## src/design/cpusc_map.vh

```
`ifndef CPUSC_MAP_VH
`define CPUSC_MAP_VH
// ----------------------------------------
// Register word offsets (byte address = 4 x index)
// ----------------------------------------
`define CPUSC_IDX_STATUS 4'hC
`define CPUSC_IDX_CAUSE 4'hD
// ----------------------------------------
// Status field positions
// ----------------------------------------
`define CPUSC_ST_CU_HI 31
`define CPUSC_ST_CU_LO 28
`define CPUSC_ST_FR 26
`define CPUSC_ST_DEV 23
`define CPUSC_ST_BEV 22
`define CPUSC_ST_CH 18
`define CPUSC_ST_EDI 17
`define CPUSC_ST_EIE 16
`define CPUSC_ST_IM7 15
`define CPUSC_ST_BEM 12
`define CPUSC_ST_IM3 11
`define CPUSC_ST_IM2 10
`define CPUSC_ST_KSU_HI 4
`define CPUSC_ST_KSU_LO 3
`define CPUSC_ST_ERL 2
`define CPUSC_ST_EXL 1
`define CPUSC_ST_IE 0
// Writable bits; reserved bits stay zero
`define CPUSC_ST_WMASK 32'hF4C79C1F
// Reset value: boot vector and error level set, all else zero
`define CPUSC_ST_RESET 32'h00400004
// ----------------------------------------
// Cause field positions
// ----------------------------------------
`define CPUSC_CA_BD 31
`define CPUSC_CA_BD2 30
`define CPUSC_CA_CE_HI 29
`define CPUSC_CA_CE_LO 28
`define CPUSC_CA_L2_HI 18
`define CPUSC_CA_L2_LO 16
`define CPUSC_CA_IP7 15
`define CPUSC_CA_IP3 11
`define CPUSC_CA_IP2 10
// ----------------------------------------
// Encodings
// ----------------------------------------
`define CPUSC_KSU_KERNEL 2'h0
`define CPUSC_KSU_SUPER 2'h1
`define CPUSC_KSU_USER 2'h2
`define CPUSC_L2_RESET 3'h0
`define CPUSC_L2_NMI 3'h1
`define CPUSC_L2_PERF 3'h2
`define CPUSC_L2_DEBUG 3'h3
`define CPUSC_RD_UNMAPPED 32'h00000000
`endif

```

## src/design/cpusc_top.v

```verilog
// Notes on behaviour
// RL1: Four usability bits, one per coprocessor; unit zero always usable in kernel mode.
// RL2: Register extension bit selects 16 or 32 float registers; resets to zero.
// RL3: Debug vector select picks normal or bootstrap for perf and debug vectors.
// RL4: Boot vector bit picks normal or bootstrap for refill and general; resets one.
// RL5: Cache hit flag records hit or miss of last data hit-invalidate op.
// RL6: Permission bit lets enable/disable-interrupt act in all modes, else kernel only.
// RL7: Master gate cleared by disable, set by enable; zero blocks all interrupts.
// RL8: Interrupts enabled only with enable and gate set, both levels clear.
// RL9: Interrupt taken only when enabled and matching mask and pending bits set.
// RL10: Bus error with mask clear updates address, raises exception, sets mask.
// RL11: Privilege field 00 kernel 01 super 10 user; levels force kernel.
// RL12: Error level set on reset, NMI, perf, serial-debug, debug; resets one.
// RL13: Exception level set on every exception except reset, NMI, perf, debug.
// RL14: Serial-debug request raises debug exception only while error level clear.
// RL15: Kernel space kernel only, supervisor space kernel or super, user space all.
// RL16: Unused status bits read zero; software writes zero there.
// RL17: Cause word reports latest exception and is read-only to software.
// RL18: Delay-slot flag set on level-1 exception in delay slot, else cleared.
// RL19: Second delay-slot flag shows level-2 exception taken in delay slot.
// RL20: Coprocessor-unusable exception captures referenced coprocessor number.
// RL21: Level-2 code: 000 reset, 001 NMI, 010 performance counter.
// RL22: Level-2 code 011 for debug and serial-debug; 4 to 7 reserved.
// RL23: Pending bits 15, 11:10 read one while their source is pending.
// RL24: Mask bit 7 is timer interrupt; mask bits 3:2 are external inputs.
//
// Our own choice: the Avalon-MM slave port.
`timescale 1ns/1ps
`include "cpusc_map.vh"

module cpusc_top #(
    parameter ADDR_W = 4,
    parameter PADDR_W = 32
) (
    // Clock and reset
    input wire CLK_SYS,
    input wire RESET,
    // Avalon-MM slave
    input wire [ADDR_W-1:0] AVS_ADDRESS,
    input wire AVS_READ,
    input wire AVS_WRITE,
    input wire [31:0] AVS_WRITEDATA,
    input wire [3:0] AVS_BYTEENABLE,
    output reg [31:0] AVS_READDATA,
    output wire AVS_WAITREQUEST,
    // Interrupt sources
    input wire TIMER_INT,
    input wire [1:0] EXT_INT,
    // Instruction and cache events from the pipeline
    input wire GLOBAL_INT_SET_INSN,
    input wire GLOBAL_INT_CLEAR_INSN,
    input wire CACHE_HIT_OP_DONE,
    input wire CACHE_HIT_RESULT,
    // Bus error report
    input wire BUS_ERROR,
    input wire [PADDR_W-1:0] BUS_ERROR_ADDR,
    // Exception taken by the pipeline
    input wire EXC_L1_TAKEN,
    input wire EXC_CPU_UNUSABLE,
    input wire [1:0] EXC_COPROC_NUM,
    input wire EXC_L2_TAKEN,
    input wire [2:0] EXC_L2_CODE,
    input wire EXC_IN_DELAY_SLOT,
    input wire SERIAL_DEBUG_REQUEST,
    // Status decodes and captured bus fault address
    output wire INTERRUPT_TAKE,
    output wire BUS_ERROR_EXCEPTION,
    output wire SERIAL_DEBUG_EXCEPTION,
    output wire [3:0] COPROC_USABLE,
    output wire FP_REGFILE_32,
    output wire DEBUG_VECTOR_BOOT,
    output wire GENERAL_VECTOR_BOOT,
    output wire MODE_KERNEL,
    output wire MODE_SUPERVISOR,
    output wire MODE_USER,
    output wire KERNEL_SPACE_OK,
    output wire SUPER_SPACE_OK,
    output wire USER_SPACE_OK,
    output reg [PADDR_W-1:0] BUS_FAULT_PHYS_ADDRESS
);

// ----------------------------------------
// Storage
// ----------------------------------------
reg [31:0] status_ff;
reg delay_slot_flag_ff;
reg level2_delay_slot_flag_ff;
reg [1:0] fault_coproc_ff;
reg [2:0] level2_cause_code_ff;
reg [31:0] nxt_status;
wire [31:0] byte_mask;
reg read_wait_done_ff;
genvar g;

wire [2:0] interrupt_pending_bits = {TIMER_INT, EXT_INT}; // RL23 RL24
wire [2:0] interrupt_mask_bits = {status_ff[`CPUSC_ST_IM7], status_ff[`CPUSC_ST_IM3],
    status_ff[`CPUSC_ST_IM2]}; // RL24
wire global_int_enable = status_ff[`CPUSC_ST_IE];
wire interrupt_master_gate = status_ff[`CPUSC_ST_EIE];
wire error_level = status_ff[`CPUSC_ST_ERL];
wire exception_level = status_ff[`CPUSC_ST_EXL];
wire bus_error_mask = status_ff[`CPUSC_ST_BEM];
wire [1:0] privilege_mode_field = status_ff[`CPUSC_ST_KSU_HI:`CPUSC_ST_KSU_LO];
wire unpriv_int_toggle_allow = status_ff[`CPUSC_ST_EDI];

// ----------------------------------------
// Mode and enable decode
// ----------------------------------------
wire levels_clear = ~exception_level & ~error_level;
assign MODE_USER = levels_clear & (privilege_mode_field == `CPUSC_KSU_USER); // RL11
assign MODE_SUPERVISOR = levels_clear & (privilege_mode_field == `CPUSC_KSU_SUPER); // RL11
// Reserved privilege code with levels clear is treated as kernel
assign MODE_KERNEL = ~MODE_USER & ~MODE_SUPERVISOR; // RL11
assign KERNEL_SPACE_OK = MODE_KERNEL; // RL15
assign SUPER_SPACE_OK = MODE_KERNEL | MODE_SUPERVISOR; // RL15
assign USER_SPACE_OK = 1'b1; // RL15

wire ints_enabled = global_int_enable & interrupt_master_gate & levels_clear; // RL8
assign INTERRUPT_TAKE = ints_enabled
    & |(interrupt_mask_bits & interrupt_pending_bits); // RL9
assign BUS_ERROR_EXCEPTION = BUS_ERROR & ~bus_error_mask; // RL10
assign SERIAL_DEBUG_EXCEPTION = SERIAL_DEBUG_REQUEST & ~error_level; // RL14

assign COPROC_USABLE = status_ff[`CPUSC_ST_CU_HI:`CPUSC_ST_CU_LO]
    | {3'h0, MODE_KERNEL}; // RL1
assign FP_REGFILE_32 = status_ff[`CPUSC_ST_FR]; // RL2
assign DEBUG_VECTOR_BOOT = status_ff[`CPUSC_ST_DEV]; // RL3
assign GENERAL_VECTOR_BOOT = status_ff[`CPUSC_ST_BEV]; // RL4

// Toggle instructions only change the master gate when permitted
wire toggle_ok = unpriv_int_toggle_allow | MODE_KERNEL; // RL6

// ----------------------------------------
// Bus slave: writes take no wait state, reads one
// ----------------------------------------
// Read data comes from a flop, so a read waits one cycle and the word
// then stands in the very cycle in which waitrequest is low
assign AVS_WAITREQUEST = AVS_READ & ~read_wait_done_ff;
wire status_wr = AVS_WRITE & (AVS_ADDRESS == `CPUSC_IDX_STATUS);

always @(posedge CLK_SYS or posedge RESET) begin
    if (RESET) begin
        read_wait_done_ff <= 1'b0;
    end else begin
        read_wait_done_ff <= AVS_READ & ~read_wait_done_ff;
    end
end

generate
    for (g = 0; g < 32; g = g + 1) begin : g_lane
        assign byte_mask[g] = AVS_BYTEENABLE[g / 8];
    end
endgenerate

// ----------------------------------------
// Status next value
// ----------------------------------------
// Hardware events are applied after the software write so that they win
always @* begin
    nxt_status = status_ff;
    if (status_wr) begin
        nxt_status = ((AVS_WRITEDATA & byte_mask) | (status_ff & ~byte_mask))
            & `CPUSC_ST_WMASK; // RL16
    end
    if (CACHE_HIT_OP_DONE) begin
        nxt_status[`CPUSC_ST_CH] = CACHE_HIT_RESULT; // RL5
    end
    if (toggle_ok && GLOBAL_INT_CLEAR_INSN) begin
        nxt_status[`CPUSC_ST_EIE] = 1'b0; // RL7
    end else if (toggle_ok && GLOBAL_INT_SET_INSN) begin
        nxt_status[`CPUSC_ST_EIE] = 1'b1; // RL7
    end
    if (BUS_ERROR_EXCEPTION) begin
        nxt_status[`CPUSC_ST_BEM] = 1'b1; // RL10
    end
    if (EXC_L1_TAKEN) begin
        nxt_status[`CPUSC_ST_EXL] = 1'b1; // RL13
    end
    if (EXC_L2_TAKEN || SERIAL_DEBUG_EXCEPTION) begin
        nxt_status[`CPUSC_ST_ERL] = 1'b1; // RL12
    end
end

always @(posedge CLK_SYS or posedge RESET) begin
    if (RESET) begin
        status_ff <= `CPUSC_ST_RESET; // RL2 RL4 RL12
    end else begin
        status_ff <= nxt_status;
    end
end

// ----------------------------------------
// Cause capture and bad address
// ----------------------------------------
always @(posedge CLK_SYS or posedge RESET) begin
    if (RESET) begin
        delay_slot_flag_ff <= 1'b0;
        level2_delay_slot_flag_ff <= 1'b0;
        fault_coproc_ff <= 2'h0;
        level2_cause_code_ff <= `CPUSC_L2_RESET;
        BUS_FAULT_PHYS_ADDRESS <= {PADDR_W{1'b0}};
    end else begin
        if (BUS_ERROR_EXCEPTION) begin
            BUS_FAULT_PHYS_ADDRESS <= BUS_ERROR_ADDR; // RL10
        end
        if (EXC_L1_TAKEN) begin
            delay_slot_flag_ff <= EXC_IN_DELAY_SLOT; // RL18
            if (EXC_CPU_UNUSABLE) begin
                fault_coproc_ff <= EXC_COPROC_NUM; // RL20
            end
        end
        if (SERIAL_DEBUG_EXCEPTION) begin
            level2_delay_slot_flag_ff <= EXC_IN_DELAY_SLOT; // RL19
            level2_cause_code_ff <= `CPUSC_L2_DEBUG; // RL22
        end else if (EXC_L2_TAKEN && !EXC_L2_CODE[2]) begin
            // Reserved codes 4 to 7 are not recorded
            level2_delay_slot_flag_ff <= EXC_IN_DELAY_SLOT; // RL19
            level2_cause_code_ff <= EXC_L2_CODE; // RL21 RL22
        end
    end
end

// ----------------------------------------
// Read path; cause has no write path at all
// ----------------------------------------
reg [31:0] cause_word;
always @* begin
    cause_word = 32'h00000000;
    cause_word[`CPUSC_CA_BD] = delay_slot_flag_ff;
    cause_word[`CPUSC_CA_BD2] = level2_delay_slot_flag_ff;
    cause_word[`CPUSC_CA_CE_HI:`CPUSC_CA_CE_LO] = fault_coproc_ff;
    cause_word[`CPUSC_CA_L2_HI:`CPUSC_CA_L2_LO] = level2_cause_code_ff;
    cause_word[`CPUSC_CA_IP7] = interrupt_pending_bits[2]; // RL23
    cause_word[`CPUSC_CA_IP3] = interrupt_pending_bits[1]; // RL23
    cause_word[`CPUSC_CA_IP2] = interrupt_pending_bits[0]; // RL23
end

always @(posedge CLK_SYS or posedge RESET) begin
    if (RESET) begin
        AVS_READDATA <= 32'h00000000;
    end else if (AVS_READ && !read_wait_done_ff) begin
        if (AVS_ADDRESS == `CPUSC_IDX_STATUS) begin
            AVS_READDATA <= status_ff & `CPUSC_ST_WMASK; // RL16
        end else if (AVS_ADDRESS == `CPUSC_IDX_CAUSE) begin
            AVS_READDATA <= cause_word; // RL17
        end else begin
            AVS_READDATA <= `CPUSC_RD_UNMAPPED;
        end
    end
end

endmodule

```

## config.mk

```make
export PLATFORM = sky130hd
export DESIGN_NAME = cpusc_top
export DESIGN_NICKNAME = d
export VERILOG_FILES = /design/src/design/cpusc_top.v
export VERILOG_INCLUDE_DIRS = /design/src /design/src/design
export SDC_FILE = /design/constraint.sdc
export NUM_CORES = 1
export LEC_CHECK = 0
export BUFFER_PORTS_ARGS = -buffer_cell sky130_fd_sc_hd__buf_4
export CAP_MARGIN = 20
export CORE_MARGIN = 5
export CORE_UTILIZATION = 45
export DETAILED_ROUTE_END_ITERATION = 8
export GPL_TIMING_DRIVEN = 0
export PLACE_DENSITY_LB_ADDON = 0.08
export SLEW_MARGIN = 20
export SYNTH_ARGS = -nofsm -noshare
export SYNTH_HDL_FRONTEND = slang
export SYNTH_SLANG_ARGS = --single-unit
```

## constraint.sdc

```tcl
create_clock -name CLK_SYS -period 3.11 [get_ports CLK_SYS]
set_input_delay 0.622 -clock CLK_SYS [delete_from_list [all_inputs] [get_ports CLK_SYS]]
set_output_delay 0.622 -clock CLK_SYS [all_outputs]
set_load 0.05 [all_outputs]
```

==> Word level (Yosys, flattened, before mapping) <==
Index checks and enable logic that the tools add are counted.
{ "totals": {"reg_bits": 91} }
{ "op_classes": {"reduce_logical": 15, "n_eq_ne": 4, "bitwise": 25, "mux": 13} }
{ "op_table": {"columns": ["cell", "n"], "rows": [
  ["bitwise AND 32 bit", 2],
  ["2-to-1 mux 32 bit", 2],
  ["inverter 32 bit", 1],
  ["OR 32 bit", 1],
  ["2-to-1 mux 19 bit", 1],
  ["bitwise AND 1 bit", 11],
  ["nonzero test 2 bit", 5],
  ["equality test 4 bit, second input constant", 2],
  ["2-to-1 mux 1 bit", 8],
  ["2-to-1 mux 3 bit", 2],
  ["inverter 1 bit", 6],
  ["logical AND 1 bit", 4],
  ["OR 4 x 1 -> 4 bit", 1],
  ["bitwise AND 3 bit", 1],
  ["nonzero test 3 bit", 1],
  ["OR reduction 3 bit", 1],
  ["equality test 2 x 1 -> 1 bit, second input constant", 1],
  ["equality test 2 bit, second input constant", 1],
  ["logical NOT 1 bit", 2],
  ["OR 1 bit", 2],
  ["AND reduction 2 bit", 1],
  ["logical OR 1 bit", 1]
]} }

==> Logic depth before layout (Yosys ltp) <==
Gate-level depths: netlist of run 1.
{ "logic_depth": {"word_depth": 9, "ltp_mapped": 5} }

==> Worst setup path after synthesis of run 1 <==
No wires, ideal clock.
{ "synth_timing": {"kind": "reg2out", "startpoint": "register (tool-made name)", "endpoint": "output port MODE_SUPERVISOR", "path_stages_with_launch": 2, "path_buffers": 0, "arrival_ps": 2087, "setup_slack_ps": 401, "path_cell_list": "dfrtp_1 -> nor4b_1"} }
{ "synth_rtl": {"columns": ["item", "line_no", "rtl"], "rows": [
  ["end: declaration", "cpusc_top.v:74", "output wire MODE_SUPERVISOR,"]
]} }

==> Worst setup path in the final report of run 1 <==
{ "layout_timing": {"startpoint": "input port AVS_READ", "endpoint": "output port AVS_WAITREQUEST"} }
{ "layout_between": {"elab_chain_cells": 1} }
{ "layout_lines": {"columns": ["item", "line_no", "rtl"], "rows": [
  ["start: declaration", "cpusc_top.v:40", "input wire AVS_READ,"],
  ["bitwise AND 1 bit", "cpusc_top.v:138", "assign AVS_WAITREQUEST = AVS_READ & ~read_wait_done_ff;"],
  ["end: declaration", "cpusc_top.v:45", "output wire AVS_WAITREQUEST,"]
]} }
Every way passes these cells.

==> impl_metrics.ini, run 1 <==
[power_and_ir_drop]
power_mw = 3.97
power_density_nw_per_um2 = 821
leakagePower_nw = 2.40
vdd_drop_max_uv = 298

[worst_setup_path]
endpoint_kind = primary output
required_ns = 2.49
worstPathMaxFanout = 10
critical_path_arrival_ns = 1.87
cp_cell_sequence = buf_4 -> nand2b_1 -> clkbuf_1 -> clkbuf_1 -> inv_1 -> buf_4
cpPeakStageDelay_ns = 0.39
startpoint_type = input pin
criticalPathCategory = in2out
crit_slowest_cell = clkbuf_1

[floorplan]
die-area_sq_um = 9310
die_y_microns = 96.5
core-area_sq_um = 7250
start_util = 0.464
num_rows = 31
pin_count = 175
dieWidth_microns = 96.5

[clock_tree]
hold_buffers = 0
cts_resized = 0
path_clk_slew_ns = 0.07
cts_max_level = 3
cts_tree = yes
cts_setup_buffers = 0
clockRootBuffer = clkbuf_8
clockBufferDepth = 2
clk_latency_ns = 0.34
numCtsBuffers = 9
clock-sinks = 78

[final_layout]
nets = 537
area_delta_synth_final_pct = 43.7
multi_input_area_sq_um = 1220
drive_gt1_frac = 0.547
num_antenna_cells = 0
nFillCells = 589
ff_latch_area_sq_um = 1950

[grt]
grt_max_degree = 43
grt_pass1_vias = 2542
grt_first_pass_wirelength_mm = 12.6
gr-total-overflow = 0
grtUsageTotal = 0.180
grt_antenna_before_repair = 0

[yosys]
syn_avg_cell_area_sq_um = 12.4
synthCells = 272
yosysWarnings = 0
post-synth-top-area-cell = dfrtp_1
yosysUniqueCellTypes = 37
async_flop_share = 1.00
synth_ff_type = dfrtp_1
synth-edff-count = 0
synthTopCellsByCount = 76 x dfrtp_1, 44 x mux2_2, 37 x nand2_1
ys_seq_area_frac = 0.581
synth.most_common_cell = dfrtp_1
synth_top_area_frac = 0.565
synth.cell_area_sq_um = 3360
ys_ff_latch = 78
ys_top_cells_by_area = dfrtp_1 57%, mux2_2 15%, buf_4 4.2%

[hold_path]
hp-class = in2async

[sta]
timing.final.max_slew_violations = 0
hold_ws_ns = 0.338
setup_viol = 0
period_minus_slack_ns = 2.49
fin_ws_ns = 0.623
worst_pin_slew_ns = 0.528
relSlewSlack = 0.648
fin_crit_sh = 0.800
fin_skew_ns = 0.0102
hold_viol_final = 0
grt_setup_unrepaired = false
max_freq_mhz = 402

[route]
drc = 0
drtAntennaViolNets = 0
vias_per_cell = 4.72
vias = 2570
wl_per_cell_microns = 15.3
drt-pass1-iter-count = 4
routed_wl_mm = 8.35
drt-initial-drc-count = 75

[job]
cap_violations = 0

[placed_design]
pre_cts_slack_ns = 0.600
dp_hpwl_mm = 6.53
port_buffers = 147
gp_congestion = 0.832

[status]
outcome = complete, no violations
==> through the flow <==
step | instances | instance area, sq um | util | TNS (ns)
2_1_floorplan | 284 | 3410 | - | 0
3_3_place_gp | 530 | 4640 | 0.639 | -32.84
3_5_place_dp | 531 | 4660 | 0.642 | 0
4_1_cts | 545 | 4840 | 0.667 | 0
5_1_grt | 545 | 4840 | 0.667 | 0
6_report | 545 | 4840 | 0.667 | 0
==> area by class of cell <==
class,count,share of cell area
Timing Repair Buffer,148,0.232
Inverter,6,0.00517
Tap cell,99,0.0256
Clock inverter,5,0.0109
Sequential cell,78,0.404
Multi-Input combinational cell,169,0.253
Clock buffer,9,0.0256
Buffer,31,0.0432
==> power by group <==
part	switching [mW]	internal, mW	leakage [nW]	total, mW
Clock	0.352	0.358	0.0907	0.710
Sequential	0.152	1.29	0.972	1.44
Combinational	1.17	0.644	1.34	1.82
Total	1.68	2.29	2.40	3.97
==> placed cells by master, fill, tap and decap left out, types with 9 or more instances in the layout <==
master / count
o21ai_0: 23
conb_1: 14
nand2_1: 37
clkbuf_8: 9
mux2_2: 44
buf_4: 166
a22oi_1: 10
dfrtp_1: 76
==> routing by layer <==
metal	track usage	vias to the layer above	part of all wire
met4	0.0386	0	0.0078
met1	0.230	1208	0.43
met5	0	-	0
met3	0.0565	7	0.076
met2	0.301	98	0.49
li1	-	1257	-
==> worst paths after layout <==
path                                               from                                     end  slack [ns]  cells after the start
max                                            AVS_READ                         AVS_WAITREQUEST        0.62                      6
min                                               RESET   BUS_FAULT_PHYS_ADDRESS[9]$_DFFE_PP0P_        0.34                      2
max in group asynchronous                         RESET              asynchronous set/reset pin        2.13                      3
min reg2reg                AVS_READDATA[22]$_DFFE_PP0P_            AVS_READDATA[22]$_DFFE_PP0P_        0.48                      2
min in group CLK_SYS              GLOBAL_INT_CLEAR_INSN               status_ff[16]$_DFFE_PP0P_        0.46                      2
max reg2reg                   status_ff[12]$_DFFE_PP0P_  BUS_FAULT_PHYS_ADDRESS[14]$_DFFE_PP0P_        1.66                      4
==> worst max-delay path, delay by kind of cell <==
kind                   cells  cell delay (ns)
buffers and inverters      5             1.16
AND/OR/NAND/NOR            1             0.09
==> cells by family (layout without fill, tap and decap cells) <==
logic type	after synthesis	count (layout)	share of synthesized area
AOI/OAI and AO/OA	40	40	0.0755
xor gates and xnor gates	1	1	0.00260
buffers and inverters	37	199	0.0688
DFF	78	78	0.581
muxes	49	49	0.170
other	2	14	0.00223
and+or+nand+nor	65	65	0.100
Power figures use the tool's default switching activity.
==> run 2, diff against run 1 <==
--- a/config.mk
+++ b/config.mk
@@ -6,10 +6,11 @@
 export SDC_FILE = /design/constraint.sdc
 export NUM_CORES = 1
 export LEC_CHECK = 0
+export ABC_AREA = 1
 export BUFFER_PORTS_ARGS = -buffer_cell sky130_fd_sc_hd__buf_4
 export CAP_MARGIN = 20
 export CORE_MARGIN = 5
-export CORE_UTILIZATION = 45
+export CORE_UTILIZATION = 46
 export DETAILED_ROUTE_END_ITERATION = 8
 export GPL_TIMING_DRIVEN = 0
 export PLACE_DENSITY_LB_ADDON = 0.08
==> constraint.sdc (replaced) <==
create_clock -name CLK_SYS -period 2.37 [get_ports CLK_SYS]
set_input_delay 0.474 -clock CLK_SYS [delete_from_list [all_inputs] [get_ports CLK_SYS]]
set_output_delay 0.474 -clock CLK_SYS [all_outputs]
set_load 0.05 [all_outputs]
==> run 2 against run 1 <==
Net effect: sequential power increased by 31%; largest cell class unchanged; global-route usage rose by 2.2 points; hold slack lost 0.18 ns; area after synthesis grew 3.1%; largest power group unchanged; core utilization increased by 2.2 points; clock skew fell by 0.0024 ns; setup slack got worse by 0.33 ns; wire length rose by 14%.
==> impl_metrics.ini, run 2 <==
[yosys]
yosysWarnings = 0
synth_top_area_frac = 0.548
post-synth-top-area-cell = dfrtp_1
synthTopCellsByCount = 169 x nand2_1, 76 x dfrtp_1, 27 x o21ai_0
ys_seq_area_frac = 0.563
synth.cell_area_sq_um = 3470
synth.most_common_cell = nand2_1
async_flop_share = 1.00
synth_ff_type = dfrtp_1
yosysUniqueCellTypes = 24
ys_ff_latch = 78
syn_avg_cell_area_sq_um = 8.58
synth-edff-count = 0
ys_top_cells_by_area = dfrtp_1 55%, nand2_1 18%, buf_4 4.3%
synthCells = 404

[final_layout]
layout_common_cells = 169 x nand2_1, 167 x buf_4, 76 x dfrtp_1
num_antenna_cells = 0
final_common_cell = nand2_1
drive_gt1_frac = 0.368
final_core_util = 0.689
nets = 670
area_delta_synth_final_pct = 44.8

[route]
routed_wl_mm = 9.53
vias = 3239
drtAntennaViolNets = 0
drt-pass1-iter-count = 4
vias_per_cell = 4.76
drt-initial-drc-count = 196
wl_per_cell_microns = 14.0
drc = 0

[worst_setup_path]
critical_path_arrival_ns = 1.60
startpoint_type = flip-flop
worstPathMaxFanout = 4
criticalPathCategory = reg2out
r2r_cells = 4
endpoint_kind = primary output
required_ns = 1.90

[grt]
grt_pass1_vias = 3149
grtUsageTotal = 0.202
gr-total-overflow = 0
grt_max_degree = 31
grt_antenna_before_repair = 0
grt_first_pass_wirelength_mm = 15.3

[sta]
grt_setup_unrepaired = false
fin_crit_sh = 0.875
timing.final.max_slew_violations = 0
fin_skew_ns = 0.00785
period_minus_slack_ns = 2.07
setup_viol = 0
hold_viol_final = 0
max_freq_mhz = 482
setup_tns_ns = 0

[floorplan]
die_y_microns = 96.8
pin_count = 175
dieWidth_microns = 96.8
die-area_sq_um = 9380
num_rows = 31
core-area_sq_um = 7290
start_util = 0.476

[job]
cap_violations = 0

[clock_tree]
clock-sinks = 78
hold_buffers = 0
clockRootBuffer = clkbuf_8
numCtsBuffers = 9
cts_tree = yes
clk_latency_ns = 0.34
path_clk_slew_ns = 0.08
cts_setup_buffers = 0
cts_resized = 0
cts_max_level = 3
clockBufferDepth = 2

[placed_design]
gp_congestion = 0.804
port_buffers = 147
dp_hpwl_mm = 7.43

[status]
outcome = complete, no violations

[power_and_ir_drop]
vdd_drop_max_uv = 723
power_density_nw_per_um2 = 1080
leakagePower_nw = 2.78

[hold_path]
hp-class = in2async
[run 2: changes by cell type after synthesis, sizes merged, moves of 6 or more]
cell,delta
nor2,+17
o21ai,+7
nand3,+6
a22oi,-10
a31oi,+9
inv,+21
nand4,+12
mux2,-46
nand2,+136
[run 2: cell type report]
class | instances | area [sq um]
buffer | 32 | 208
tap | 99 | 124
fill | 635 | 2270
clock buffer | 11 | 131
clock inverter | 5 | 108
timing repair buffer | 149 | 1140
sequential | 78 | 1950
inverter | 27 | 105
multi-input combinational | 279 | 1250
[run 2: power breakdown]
group          internal [mW]  switching, mW  leakage (nW)
Sequential              1.69          0.209         0.969
Combinational          0.696           1.65          1.69
Clock                  0.704          0.471         0.118
[run 2: path summary, 6_finish.rpt]
| check | to | slack [ns] | start |
|---|---|---|---|
| max in group asynchronous | status_ff[2]$_DFFE_PP1P_ | 1.65 | RESET |
| max reg2reg | level2_delay_slot_flag_ff$_DFFE_PP0P_ | 1.08 | status_ff[2]$_DFFE_PP1P_ |
| min | BUS_FAULT_PHYS_ADDRESS[17]$_DFFE_PP0P_ | 0.16 | RESET |
| min reg2reg | BUS_FAULT_PHYS_ADDRESS[29]$_DFFE_PP0P_ | 0.47 | BUS_FAULT_PHYS_ADDRESS[29]$_DFFE_PP0P_ |
| max | MODE_KERNEL | 0.30 | status_ff[1]$_DFFE_PP0P_ |
| min in group CLK_SYS | flip-flop | 0.32 | AVS_WRITEDATA[10] |
[run 2: metal layers]
layer  track usage  vias up  wire, microns
met4        0.0486        0            102
met5             0        -              0
met2         0.333      108           4780
met3        0.0662       11            648
li1              -     1592              -
met1         0.258     1528           3990
[run 2: through the flow]
| stage | setup WS (ns) | total power, mW | hold WS (ns) | area, sq um | instances |
|---|---|---|---|---|---|
| final | 0.296 | 5.42 | 0.159 | 5020 | 680 |
| after global routing | 0.162 | 5.70 | 0.182 | 5020 | 680 |
| after CTS | 0.288 | 5.48 | 0.157 | 5020 | 680 |
| after detailed placement | 0.560 | 4.29 | 0.459 | 4780 | 664 |
| after global placement | 0.450 | 4.23 | 0.455 | 4740 | 662 |
| after floorplan | 0.115 | 3.48 | 0.442 | 3520 | 416 |
[run 2: cell families after synthesis]
logic type	after synthesis	synth area share
AND/OR/NAND/NOR	219	0.268
flip-flops	78	0.563
buffers and inverters	59	0.0891
AO/OA/AOI/OAI	43	0.0675
multiplexers	3	0.00974
other	2	0.00217
[run 2: critical path: stages (launching register included)]
cell     delay (ns)
dfrtp_1        0.40
nor2_1         0.19
nand3_1        0.13
nand2_1        0.16
inv_1          0.07
buf_4          0.13
buf_4          0.18
